## src/spp_pkg.sv

```systemverilog
// package: constants, encodings and carriers of the serial port packetizer
package spp_pkg;
  localparam int CLK_HZ = 200000000;
  localparam int TICK_MS_NS = 1000000;
  localparam int CLK_NS = 5;
  localparam int CYC_PER_MS = TICK_MS_NS / CLK_NS;
  localparam int MS_PER_S = 1000;
  localparam int BUF_BYTES = 600;
  localparam int FIFO_DEPTH = 16;
  localparam int INACT_MAX_S = 3600;
  localparam int GAP_MAX_MS = 10000;
  localparam int GAP_MIN_MS = 10;

  typedef enum logic [2:0] {
    SPP_LT_RS232 = 3'h1, SPP_LT_485E = 3'h2, SPP_LT_485N = 3'h3, SPP_LT_RS422 = 3'h4
  } spp_line_e;
  typedef enum logic [1:0] {SPP_PAR_NONE = 2'h1, SPP_PAR_EVEN = 2'h2, SPP_PAR_ODD = 2'h3} spp_par_e;
  typedef enum logic [1:0] {SPP_DTR_HIGH = 2'h1, SPP_DTR_LOW = 2'h2, SPP_DTR_CONN = 2'h3} spp_dtr_e;
  typedef enum logic [1:0] {SPP_DSR_NONE = 2'h1, SPP_DSR_GATE = 2'h2, SPP_DSR_OPEN = 2'h3} spp_dsr_e;
  typedef enum logic [1:0] {
    SPP_HM_SERVER = 2'h0, SPP_HM_CLIENT = 2'h1, SPP_HM_UDP_SRV = 2'h2
  } spp_host_e;

  // divisor per baud code 1..9
  localparam logic [17:0] BAUD_DIV [1:9] = '{
    18'h28B0B, 18'h14585, 18'h0A2C3, 18'h05161, 18'h03641,
    18'h028B1, 18'h01458, 18'h00D90, 18'h006C8
  };
  localparam logic [3:0] BAUD_DEF = 4'h4;

  typedef struct packed {
    spp_line_e line;
    logic [3:0] baud;
    logic data7;
    spp_par_e parity;
    logic stop2;
    logic flow_hw;
    spp_dtr_e dtr;
    spp_dsr_e dsr;
    spp_host_e host;
    logic [11:0] inact_s;
    logic [13:0] gap_ms;
  } spp_cfg_s;

  typedef struct packed {
    logic last;
    logic [7:0] data;
  } spp_word_s;
endpackage

```

## src/spp_fifo.sv

```systemverilog
// file: parameterised valid/ready fifo
`timescale 1ns/10ps
`default_nettype none
module spp_fifo #(
  parameter int WIDTH = 9,
  parameter int DEPTH = 16
) (
  // clock and reset
  input wire logic clk_sys,
  input wire logic reset_n,
  // fill side
  input wire logic in_valid,
  output logic in_ready,
  input wire logic [WIDTH-1:0] in_data,
  // drain side
  output logic out_valid,
  input wire logic out_ready,
  output logic [WIDTH-1:0] out_data
);
  localparam int AW = $clog2(DEPTH);
  logic [WIDTH-1:0] mem_reg [DEPTH];
  logic [AW-1:0] wp_reg, wp_next, rp_reg, rp_next;
  logic [AW:0] cnt_reg, cnt_next;
  logic wr, rd;

  always_comb begin
    in_ready = (cnt_reg != (AW+1)'(DEPTH));
    out_valid = (cnt_reg != '0);
    wr = in_valid && in_ready;
    rd = out_valid && out_ready;
    wp_next = wr ? ((wp_reg == AW'(DEPTH-1)) ? '0 : wp_reg + 1'b1) : wp_reg;
    rp_next = rd ? ((rp_reg == AW'(DEPTH-1)) ? '0 : rp_reg + 1'b1) : rp_reg;
    cnt_next = cnt_reg + (AW+1)'(wr) - (AW+1)'(rd);
  end
  assign out_data = mem_reg[rp_reg];

  always_ff @(posedge clk_sys or negedge reset_n) begin
    if (!reset_n) begin
      wp_reg <= '0;
      rp_reg <= '0;
      cnt_reg <= '0;
    end else begin
      wp_reg <= wp_next;
      rp_reg <= rp_next;
      cnt_reg <= cnt_next;
    end
  end
  always_ff @(posedge clk_sys) begin
    if (wr) begin
      mem_reg[wp_reg] <= in_data;
    end
  end
endmodule
`default_nettype wire

```

## src/spp_port.sv

```systemverilog
// file: serial port uart, modem control, packing buffer and timers
`timescale 1ns/10ps
`default_nettype none
module spp_port #(
  parameter int CYC_MS = spp_pkg::CYC_PER_MS,
  parameter int BUF_SIZE = spp_pkg::BUF_BYTES,
  parameter int FIFO_DEPTH = spp_pkg::FIFO_DEPTH
) (
  // clock and reset
  input wire logic clk_sys,
  input wire logic reset_n,
  // configuration
  input wire spp_pkg::spp_cfg_s cfg,
  // serial line
  input wire logic rxd,
  output logic txd,
  output logic txd_oe,
  output logic rts,
  input wire logic cts,
  output logic dtr,
  input wire logic dsr,
  // network session side
  input wire logic tx_valid,
  output logic tx_ready,
  input wire logic [7:0] tx_data,
  output logic pkt_valid,
  input wire logic pkt_ready,
  output spp_pkg::spp_word_s pkt_word,
  input wire logic conn_up,
  input wire logic conn_req_in,
  output logic conn_accept,
  output logic conn_open_req,
  output logic conn_close_req,
  input wire logic probe_lost,
  input wire logic dgram_rx,
  output logic peer_bound,
  output logic echo_err,
  output logic rx_err
);
  localparam int DW = 18;
  spp_pkg::spp_cfg_s c;
  logic [DW-1:0] div;
  logic is232, flow_on, chr_evt;
  always_comb begin
    c = cfg;
    // a cleared configuration word reads as the 8N1 default
    if (cfg.parity == 2'h0) begin
      c.parity = spp_pkg::SPP_PAR_NONE;
    end
    div = spp_pkg::BAUD_DIV[(cfg.baud >= 4'h1 && cfg.baud <= 4'h9) ? cfg.baud
                            : spp_pkg::BAUD_DEF];
    is232 = (c.line == spp_pkg::SPP_LT_RS232);
    flow_on = is232 && c.flow_hw;
  end

  // ====================
  // transmitter
  logic [DW-1:0] tcnt_reg, tcnt_next;
  logic [3:0] tbit_reg, tbit_next;
  logic [11:0] tsh_reg, tsh_next;
  logic tbusy_reg, tbusy_next, txd_reg, txd_next;
  logic [7:0] tlast_reg, tlast_next;
  logic tdone;
  logic [3:0] nbits;
  logic par_bit;
  always_comb begin
    nbits = (c.data7 ? 4'd7 : 4'd8) + ((c.parity != spp_pkg::SPP_PAR_NONE) ? 4'd1 : 4'd0)
            + (c.stop2 ? 4'd2 : 4'd1);
    par_bit = (c.data7 ? ^tx_data[6:0] : ^tx_data) ^ (c.parity == spp_pkg::SPP_PAR_ODD);
    tx_ready = !tbusy_reg && (!flow_on || cts);
    tcnt_next = tcnt_reg;
    tbit_next = tbit_reg;
    tsh_next = tsh_reg;
    tbusy_next = tbusy_reg;
    txd_next = txd_reg;
    tlast_next = tlast_reg;
    tdone = 1'b0;
    if (!tbusy_reg) begin
      if (tx_valid && tx_ready) begin
        tbusy_next = 1'b1;
        tlast_next = c.data7 ? {1'b0, tx_data[6:0]} : tx_data;
        tcnt_next = div - 1'b1;
        tbit_next = nbits + 4'd1;
        txd_next = 1'b0;
        tsh_next = 12'hFFF;
        if (c.data7) begin
          tsh_next[6:0] = tx_data[6:0];
          tsh_next[7] = (c.parity != spp_pkg::SPP_PAR_NONE) ? par_bit : 1'b1;
        end else begin
          tsh_next[7:0] = tx_data;
          tsh_next[8] = (c.parity != spp_pkg::SPP_PAR_NONE) ? par_bit : 1'b1;
        end
      end
    end else if (tcnt_reg != '0) begin
      tcnt_next = tcnt_reg - 1'b1;
    end else if (tbit_reg == 4'd1) begin
      tbusy_next = 1'b0;
      tdone = 1'b1;
      txd_next = 1'b1;
    end else begin
      tcnt_next = div - 1'b1;
      tbit_next = tbit_reg - 1'b1;
      txd_next = tsh_reg[0];
      tsh_next = {1'b1, tsh_reg[11:1]};
    end
  end
  always_ff @(posedge clk_sys or negedge reset_n) begin
    if (!reset_n) begin
      tcnt_reg <= '0;
      tbit_reg <= '0;
      tsh_reg <= 12'hFFF;
      tbusy_reg <= 1'b0;
      txd_reg <= 1'b1;
      tlast_reg <= '0;
    end else begin
      tcnt_reg <= tcnt_next;
      tbit_reg <= tbit_next;
      tsh_reg <= tsh_next;
      tbusy_reg <= tbusy_next;
      txd_reg <= txd_next;
      tlast_reg <= tlast_next;
    end
  end
  assign txd = txd_reg;
  // two-wire rs485 drives only while a frame is out; rs232/422 always drive
  assign txd_oe = is232 || (c.line == spp_pkg::SPP_LT_RS422) || tbusy_reg;

  // ====================
  // receiver
  logic [DW-1:0] rcnt_reg, rcnt_next;
  logic [3:0] rbit_reg, rbit_next;
  logic [10:0] rsh_reg, rsh_next;
  logic rbusy_reg, rbusy_next, rdone, rpar_ok;
  logic [7:0] rbyte;
  always_comb begin
    rcnt_next = rcnt_reg;
    rbit_next = rbit_reg;
    rsh_next = rsh_reg;
    rbusy_next = rbusy_reg;
    rdone = 1'b0;
    if (!rbusy_reg) begin
      if (!rxd) begin
        rbusy_next = 1'b1;
        rcnt_next = {1'b0, div[DW-1:1]};
        rbit_next = nbits - (c.stop2 ? 4'd1 : 4'd0) + 4'd1;
      end
    end else if (rcnt_reg != '0) begin
      rcnt_next = rcnt_reg - 1'b1;
    end else begin
      rcnt_next = div - 1'b1;
      rbit_next = rbit_reg - 1'b1;
      rsh_next = {rxd, rsh_reg[10:1]};
      if (rbit_reg == 4'd1) begin
        rbusy_next = 1'b0;
        rdone = 1'b1;
      end
    end
    // align sampled bits: last bit (stop) lands in rsh_next[10]
    rbyte = c.data7 ? {1'b0, rsh_next[11-nbits+(c.stop2 ? 4'd1 : 4'd0)+:7]}
                    : rsh_next[11-nbits+(c.stop2 ? 4'd1 : 4'd0)+:8];
    rpar_ok = (c.parity == spp_pkg::SPP_PAR_NONE) ||
              ((^rbyte ^ rsh_next[9] ^ (c.parity == spp_pkg::SPP_PAR_ODD)) == 1'b0);
  end
  always_ff @(posedge clk_sys or negedge reset_n) begin
    if (!reset_n) begin
      rcnt_reg <= '0;
      rbit_reg <= '0;
      rsh_reg <= '1;
      rbusy_reg <= 1'b0;
    end else begin
      rcnt_reg <= rcnt_next;
      rbit_reg <= rbit_next;
      rsh_reg <= rsh_next;
      rbusy_reg <= rbusy_next;
    end
  end

  // ====================
  // echo check, packing, gap and inactivity timers, modem control
  logic is_echo, is_485;
  logic [9:0] bcnt_reg, bcnt_next;
  logic [31:0] gap_reg, gap_next;
  logic [31:0] inms_reg, inms_next;
  logic [11:0] insec_reg, insec_next;
  logic echo_err_reg, echo_err_next, rx_err_reg, rx_err_next;
  logic bound_reg, bound_next, idle_close;
  logic f_valid, f_ready, hold_valid_reg, hold_valid_next;
  spp_pkg::spp_word_s hold_reg, hold_next;
  logic rx_store;
  always_comb begin
    is_echo = (c.line == spp_pkg::SPP_LT_485E);
    is_485 = is_echo || (c.line == spp_pkg::SPP_LT_485N);
    // own characters on the shared pair are compared (echo) or ignored, never packed
    rx_store = rdone && !(is_485 && tbusy_reg);
    echo_err_next = echo_err_reg | (rdone && is_echo && tbusy_reg && rbyte != tlast_reg);
    rx_err_next = rx_err_reg | (rdone && (!rpar_ok || !rsh_next[10]));
    chr_evt = rx_store || tdone;
    hold_next = hold_reg;
    // tail byte waits in the hold stage until the next byte comes, or the gap or a full buffer marks it last
    f_valid = hold_valid_reg && (hold_reg.last || rx_store);
    hold_valid_next = hold_valid_reg && !(f_valid && f_ready);
    bcnt_next = bcnt_reg;
    gap_next = gap_reg;
    if (rx_store && (!hold_valid_reg || (f_valid && f_ready))) begin
      hold_valid_next = 1'b1;
      hold_next.data = rbyte;
      hold_next.last = (bcnt_reg == 10'(BUF_SIZE - 1));
      bcnt_next = hold_next.last ? '0 : bcnt_reg + 1'b1;
      gap_next = '0;
    end else if (bcnt_reg == '0) begin
      gap_next = '0;
    end else if (gap_reg >= 32'(c.gap_ms) * 32'(CYC_MS)) begin
      hold_next.last = 1'b1;
      bcnt_next = '0;
      gap_next = '0;
    end else begin
      gap_next = gap_reg + 1'b1;
    end
    // inactivity: one-second cycle prescale, then seconds
    inms_next = inms_reg;
    insec_next = insec_reg;
    idle_close = 1'b0;
    if (chr_evt || !conn_up || c.inact_s == '0) begin
      inms_next = '0;
      insec_next = '0;
    end else if (inms_reg == 32'(CYC_MS * spp_pkg::MS_PER_S - 1)) begin
      inms_next = '0;
      insec_next = insec_reg + 1'b1;
    end else begin
      inms_next = inms_reg + 1'b1;
    end
    if (conn_up && c.inact_s != '0 && insec_reg >= c.inact_s) begin
      idle_close = 1'b1;
    end
    bound_next = bound_reg | (c.host == spp_pkg::SPP_HM_UDP_SRV && c.inact_s == '0
                              && dgram_rx);
  end
  always_comb begin
    rts = flow_on ? f_ready : 1'b1;
    // dtr is only ever driven, dsr only sampled
    case (c.dtr)
      spp_pkg::SPP_DTR_HIGH: dtr = 1'b1;
      spp_pkg::SPP_DTR_LOW: dtr = 1'b0;
      spp_pkg::SPP_DTR_CONN: dtr = conn_up;
      default: dtr = 1'b1;
    endcase
    conn_accept = conn_req_in && (c.host != spp_pkg::SPP_HM_CLIENT) &&
                  (c.dsr != spp_pkg::SPP_DSR_GATE || dsr);
    conn_open_req = (c.host == spp_pkg::SPP_HM_CLIENT) && (c.dsr == spp_pkg::SPP_DSR_OPEN)
                    && dsr && !conn_up;
    conn_close_req = conn_up && (idle_close || (probe_lost && c.host != spp_pkg::SPP_HM_UDP_SRV)
                     || ((c.host == spp_pkg::SPP_HM_CLIENT) && (c.dsr == spp_pkg::SPP_DSR_OPEN)
                     && !dsr));
  end
  always_ff @(posedge clk_sys or negedge reset_n) begin
    if (!reset_n) begin
      bcnt_reg <= '0;
      gap_reg <= '0;
      inms_reg <= '0;
      insec_reg <= '0;
      echo_err_reg <= 1'b0;
      rx_err_reg <= 1'b0;
      bound_reg <= 1'b0;
      hold_valid_reg <= 1'b0;
      hold_reg <= '0;
    end else begin
      bcnt_reg <= bcnt_next;
      gap_reg <= gap_next;
      inms_reg <= inms_next;
      insec_reg <= insec_next;
      echo_err_reg <= echo_err_next;
      rx_err_reg <= rx_err_next;
      bound_reg <= bound_next;
      hold_valid_reg <= hold_valid_next;
      hold_reg <= hold_next;
    end
  end
  assign echo_err = echo_err_reg;
  assign rx_err = rx_err_reg;
  assign peer_bound = bound_reg;

  spp_fifo #(.WIDTH(9), .DEPTH(FIFO_DEPTH)) u_fifo (
    .clk_sys(clk_sys),
    .reset_n(reset_n),
    .in_valid(f_valid),
    .in_ready(f_ready),
    .in_data(hold_reg),
    .out_valid(pkt_valid),
    .out_ready(pkt_ready),
    .out_data(pkt_word)
  );
endmodule
`default_nettype wire

```

## config.mk

```make
export PLATFORM = sky130hd
export DESIGN_NAME = spp_port
export DESIGN_NICKNAME = d
export VERILOG_FILES = /design/src/spp_pkg.sv /design/src/spp_fifo.sv /design/src/spp_port.sv
export SDC_FILE = /design/constraint.sdc
export NUM_CORES = 1
export LEC_CHECK = 0
export ABC_AREA = 1
export BUFFER_PORTS_ARGS = -buffer_cell sky130_fd_sc_hd__buf_4
export CORE_ASPECT_RATIO = 2
export CORE_MARGIN = 5
export CORE_UTILIZATION = 40
export CTS_CLUSTER_SIZE = 20
export DETAILED_ROUTE_END_ITERATION = 10
export GPL_ROUTABILITY_DRIVEN = 0
export PLACE_DENSITY = 0.65
export SYNTH_ARGS = -nofsm -noshare
export SYNTH_HDL_FRONTEND = slang
export SYNTH_SLANG_ARGS = --single-unit
```

## constraint.sdc

```tcl
create_clock -name clk_sys -period 8.24 [get_ports clk_sys]
set_input_delay 1.236 -clock clk_sys [delete_from_list [all_inputs] [get_ports clk_sys]]
set_output_delay 1.236 -clock clk_sys [all_outputs]
set_load 0.005 [all_outputs]
```

==> metrics.yaml <==
clockBufferDepth: 3
numCtsBuffers: 29
ys_warn_count: 0
largest_reg_flops: 144
p_seq_share_pct: 35.9
die_height_microns: 334
netlist_instances: 2396
setup_viol: 0
wl_mm: 53.7
p_leak_nw: 10.1
grt_max_degree: 75
holdWs_ns: 0.466
p_int_mw: 3.61
finalCritPeriodShare_pct: 90.5
finClkSkew_ns: 0.0155
setup_tns_ns: 0
startpoint_type: "primary input"
maxSlewViolCount: 0
die_area_sq_um: 57400
p_comb_share_pct: 41.5
synth_common_cells: "385 x nand2_1, 340 x inv_1, 257 x nor2_1"
routedWlPerCell_microns: 17.1
stdcell_count: 3142
hold_start: "gap_reg[0]"
fp-row-count: 118
via_count: 16747
max-cap-violations: 0
p_switching_mw: 2.41
synth_top_area_share_pct: 20.6
period_needed_ns: 7.46
reg2reg_depth: 21
final_net_count: 2730
irDropWorstVdd_v: 0.000160
synth.distinct_cells: 68
cp.required_ns: 8.70
rsz0062_at_grt: "false"
worst-path-buf-inv: 4
power_density_nw_per_um2: 260
dp.cells: 3088
cts_sinks: 331
ys_top_cells_by_area: "edfxtp_1 21%, dfrtp_1 20%, ha_1 10%"
synth.most_common_cell: "nand2_1"
vias_per_cell: 5.33
clockRootBuffer: "clkbuf_16"
switching_share_pct: 40.1
clk_latency_ns: 0.57
overflow: 0
pwr-share-clk_pct: 22.6
synthFlopType: "dfrtp_1"
drt-pass1-iter-count: 5
postCtsSetupRepairBufs: 0
grt_pass1_wl_mm: 85.6
synth_area_per_cell_sq_um: 8.76
fill_cells: 4962
worstHoldEndpoint: "gap_reg[0]"
cts.repair.resized: 0
synth-seq-area-share_pct: 43.0
start_util_pct: 40.5
slowest_delay_ns: 0.53
crit_slowest_cell: "fa_1"
synth-seq-cells: 331
drt-initial-drc-count: 713
grt_pass1_vias: 17306
reg2reg_slack_ns: 4.46
diodes: 0
cts_hold_buf: 0
cp.depth: 36
r2r_end: "insec_reg[6]"
antenna_left: 0
slew_headroom_pct: 30.8
path_class: "primary input to flip-flop"
timing.rr.start: "tcnt_reg[0]"
cts_tree: "yes"
fmax_mhz: 134
syn_nets: 2667
antenna_found_initial: 0
fp.coreArea_sq_um: 51800
critPathTopFamily: "adder cells"
hpwlAfterDp_mm: 41.1
min_path_cells: 1
crit_path_end_kind: "flip-flop"
crit_path_max_fanout: 13
layout.area.seq_sq_um: 9030
port_buffers: 83
dieWidth_microns: 172
multi_input_area_sq_um: 10400
async_flop_share_pct: 56.5
hold_path_class: "flip-flop to flip-flop"
grtUsageTotal_pct: 18.4
hold_viol: 0
synth_edf_count: 144
path_common_cell: "ha_1"
worst_pin_slew_ns: 1.03
num_io_pins: 84
synth_top_area_cell: "edfxtp_1"
status: "complete, no violations"
route.detailed.drc: 0
cp.arrival_ns: 7.91
path_clk_slew_ns: 0.07
area_growth_pct: 10.5
htreeDepth: 1
synth_area_sq_um: 21000
final_layout_size_suffix_gt1_share_pct: 9.11
## layout make-up
| cell class | instances | area share (%) |
|---|---|---|
| tap | 660 | 3.56 |
| clock inverter | 19 | 0.685 |
| sequential | 331 | 39.0 |
| clock buffer | 35 | 3.36 |
| timing repair buffer | 89 | 2.91 |
| inverter | 355 | 5.75 |
| multi-input combinational | 1653 | 44.8 |
## power groups by stage
stage	Sequential [mW]	Clock [mW]	Combinational, mW
3_3_place_gp	2.18	0	2.43
5_1_grt	2.18	1.46	2.84
3_5_place_dp	2.19	0	2.51
2_1_floorplan	2.09	0	1.84
4_1_cts	2.16	1.40	2.53
6_report	2.16	1.36	2.50
## routing by layer
metal  part of all wire, %  global-route usage, %  routed length, microns  vias up
met5                     0                      0                       0        -
met4                   5.4                   8.75                    2880        0
met3                   3.4                   1.58                    1820      146
met2                    57                   36.9                   30400      439
met1                    35                   18.3                   18500     8013
li1                      -                      -                       -     8149
## cell families after synthesis
group	Yosys count	share of synthesized area, %
simple gates	970	20.7
flops	331	43.0
fa+ha+maj	208	13.7
mux	5	0.268
xor+xnor	119	5.00
buf+inv	412	7.48
compound gates	351	9.82
## how the worst max path moves through the flow
stage          startpoint           to  slack (ns)
2_1_floorplan      cfg[9]  bcnt_reg[7]        1.45
3_3_place_gp       cfg[2]  bcnt_reg[4]        0.38
3_5_place_dp       cfg[2]  bcnt_reg[4]        0.22
4_1_cts            cfg[2]  bcnt_reg[4]        0.81
5_1_grt            cfg[5]  bcnt_reg[4]        0.14
6_report           cfg[2]  bcnt_reg[4]        0.78
## per-stage QoR
stage	util [%]	cell area (sq um)	power (mW)	setup WS (ns)
after global routing	44.7	23200	6.49	0.136
after global placement	42.9	22200	4.60	0.376
after floorplan	-	21000	3.93	1.45
after CTS	44.7	23200	6.08	0.808
final	44.7	23200	6.02	0.782
after detailed placement	42.9	22200	4.69	0.223
## cell usage in the layout, fill, tap and decap left out, types with 14 or more instances in the layout
cell type | synthesis | final
nand2_1 | 385 | 385
o22ai_1 | 16 | 16
xor2_1 | 82 | 82
nand3_1 | 140 | 140
nor2_1 | 257 | 257
a31oi_1 | 14 | 14
nor3_1 | 59 | 59
a21oi_1 | 102 | 102
clkbuf_16 | 0 | 29
edfxtp_1 | 144 | 144
dfrtp_1 | 166 | 165
xnor2_1 | 36 | 36
nand2_2 | 16 | 16
o221ai_1 | 18 | 18
inv_1 | 340 | 339
o21ai_0 | 139 | 139
dfstp_2 | 21 | 21
o211ai_1 | 17 | 17
buf_4 | 1 | 88
fa_1 | 36 | 36
nand4_1 | 46 | 46
ha_1 | 172 | 172
nor4_1 | 20 | 20
(Power assumes the default switching activity.)
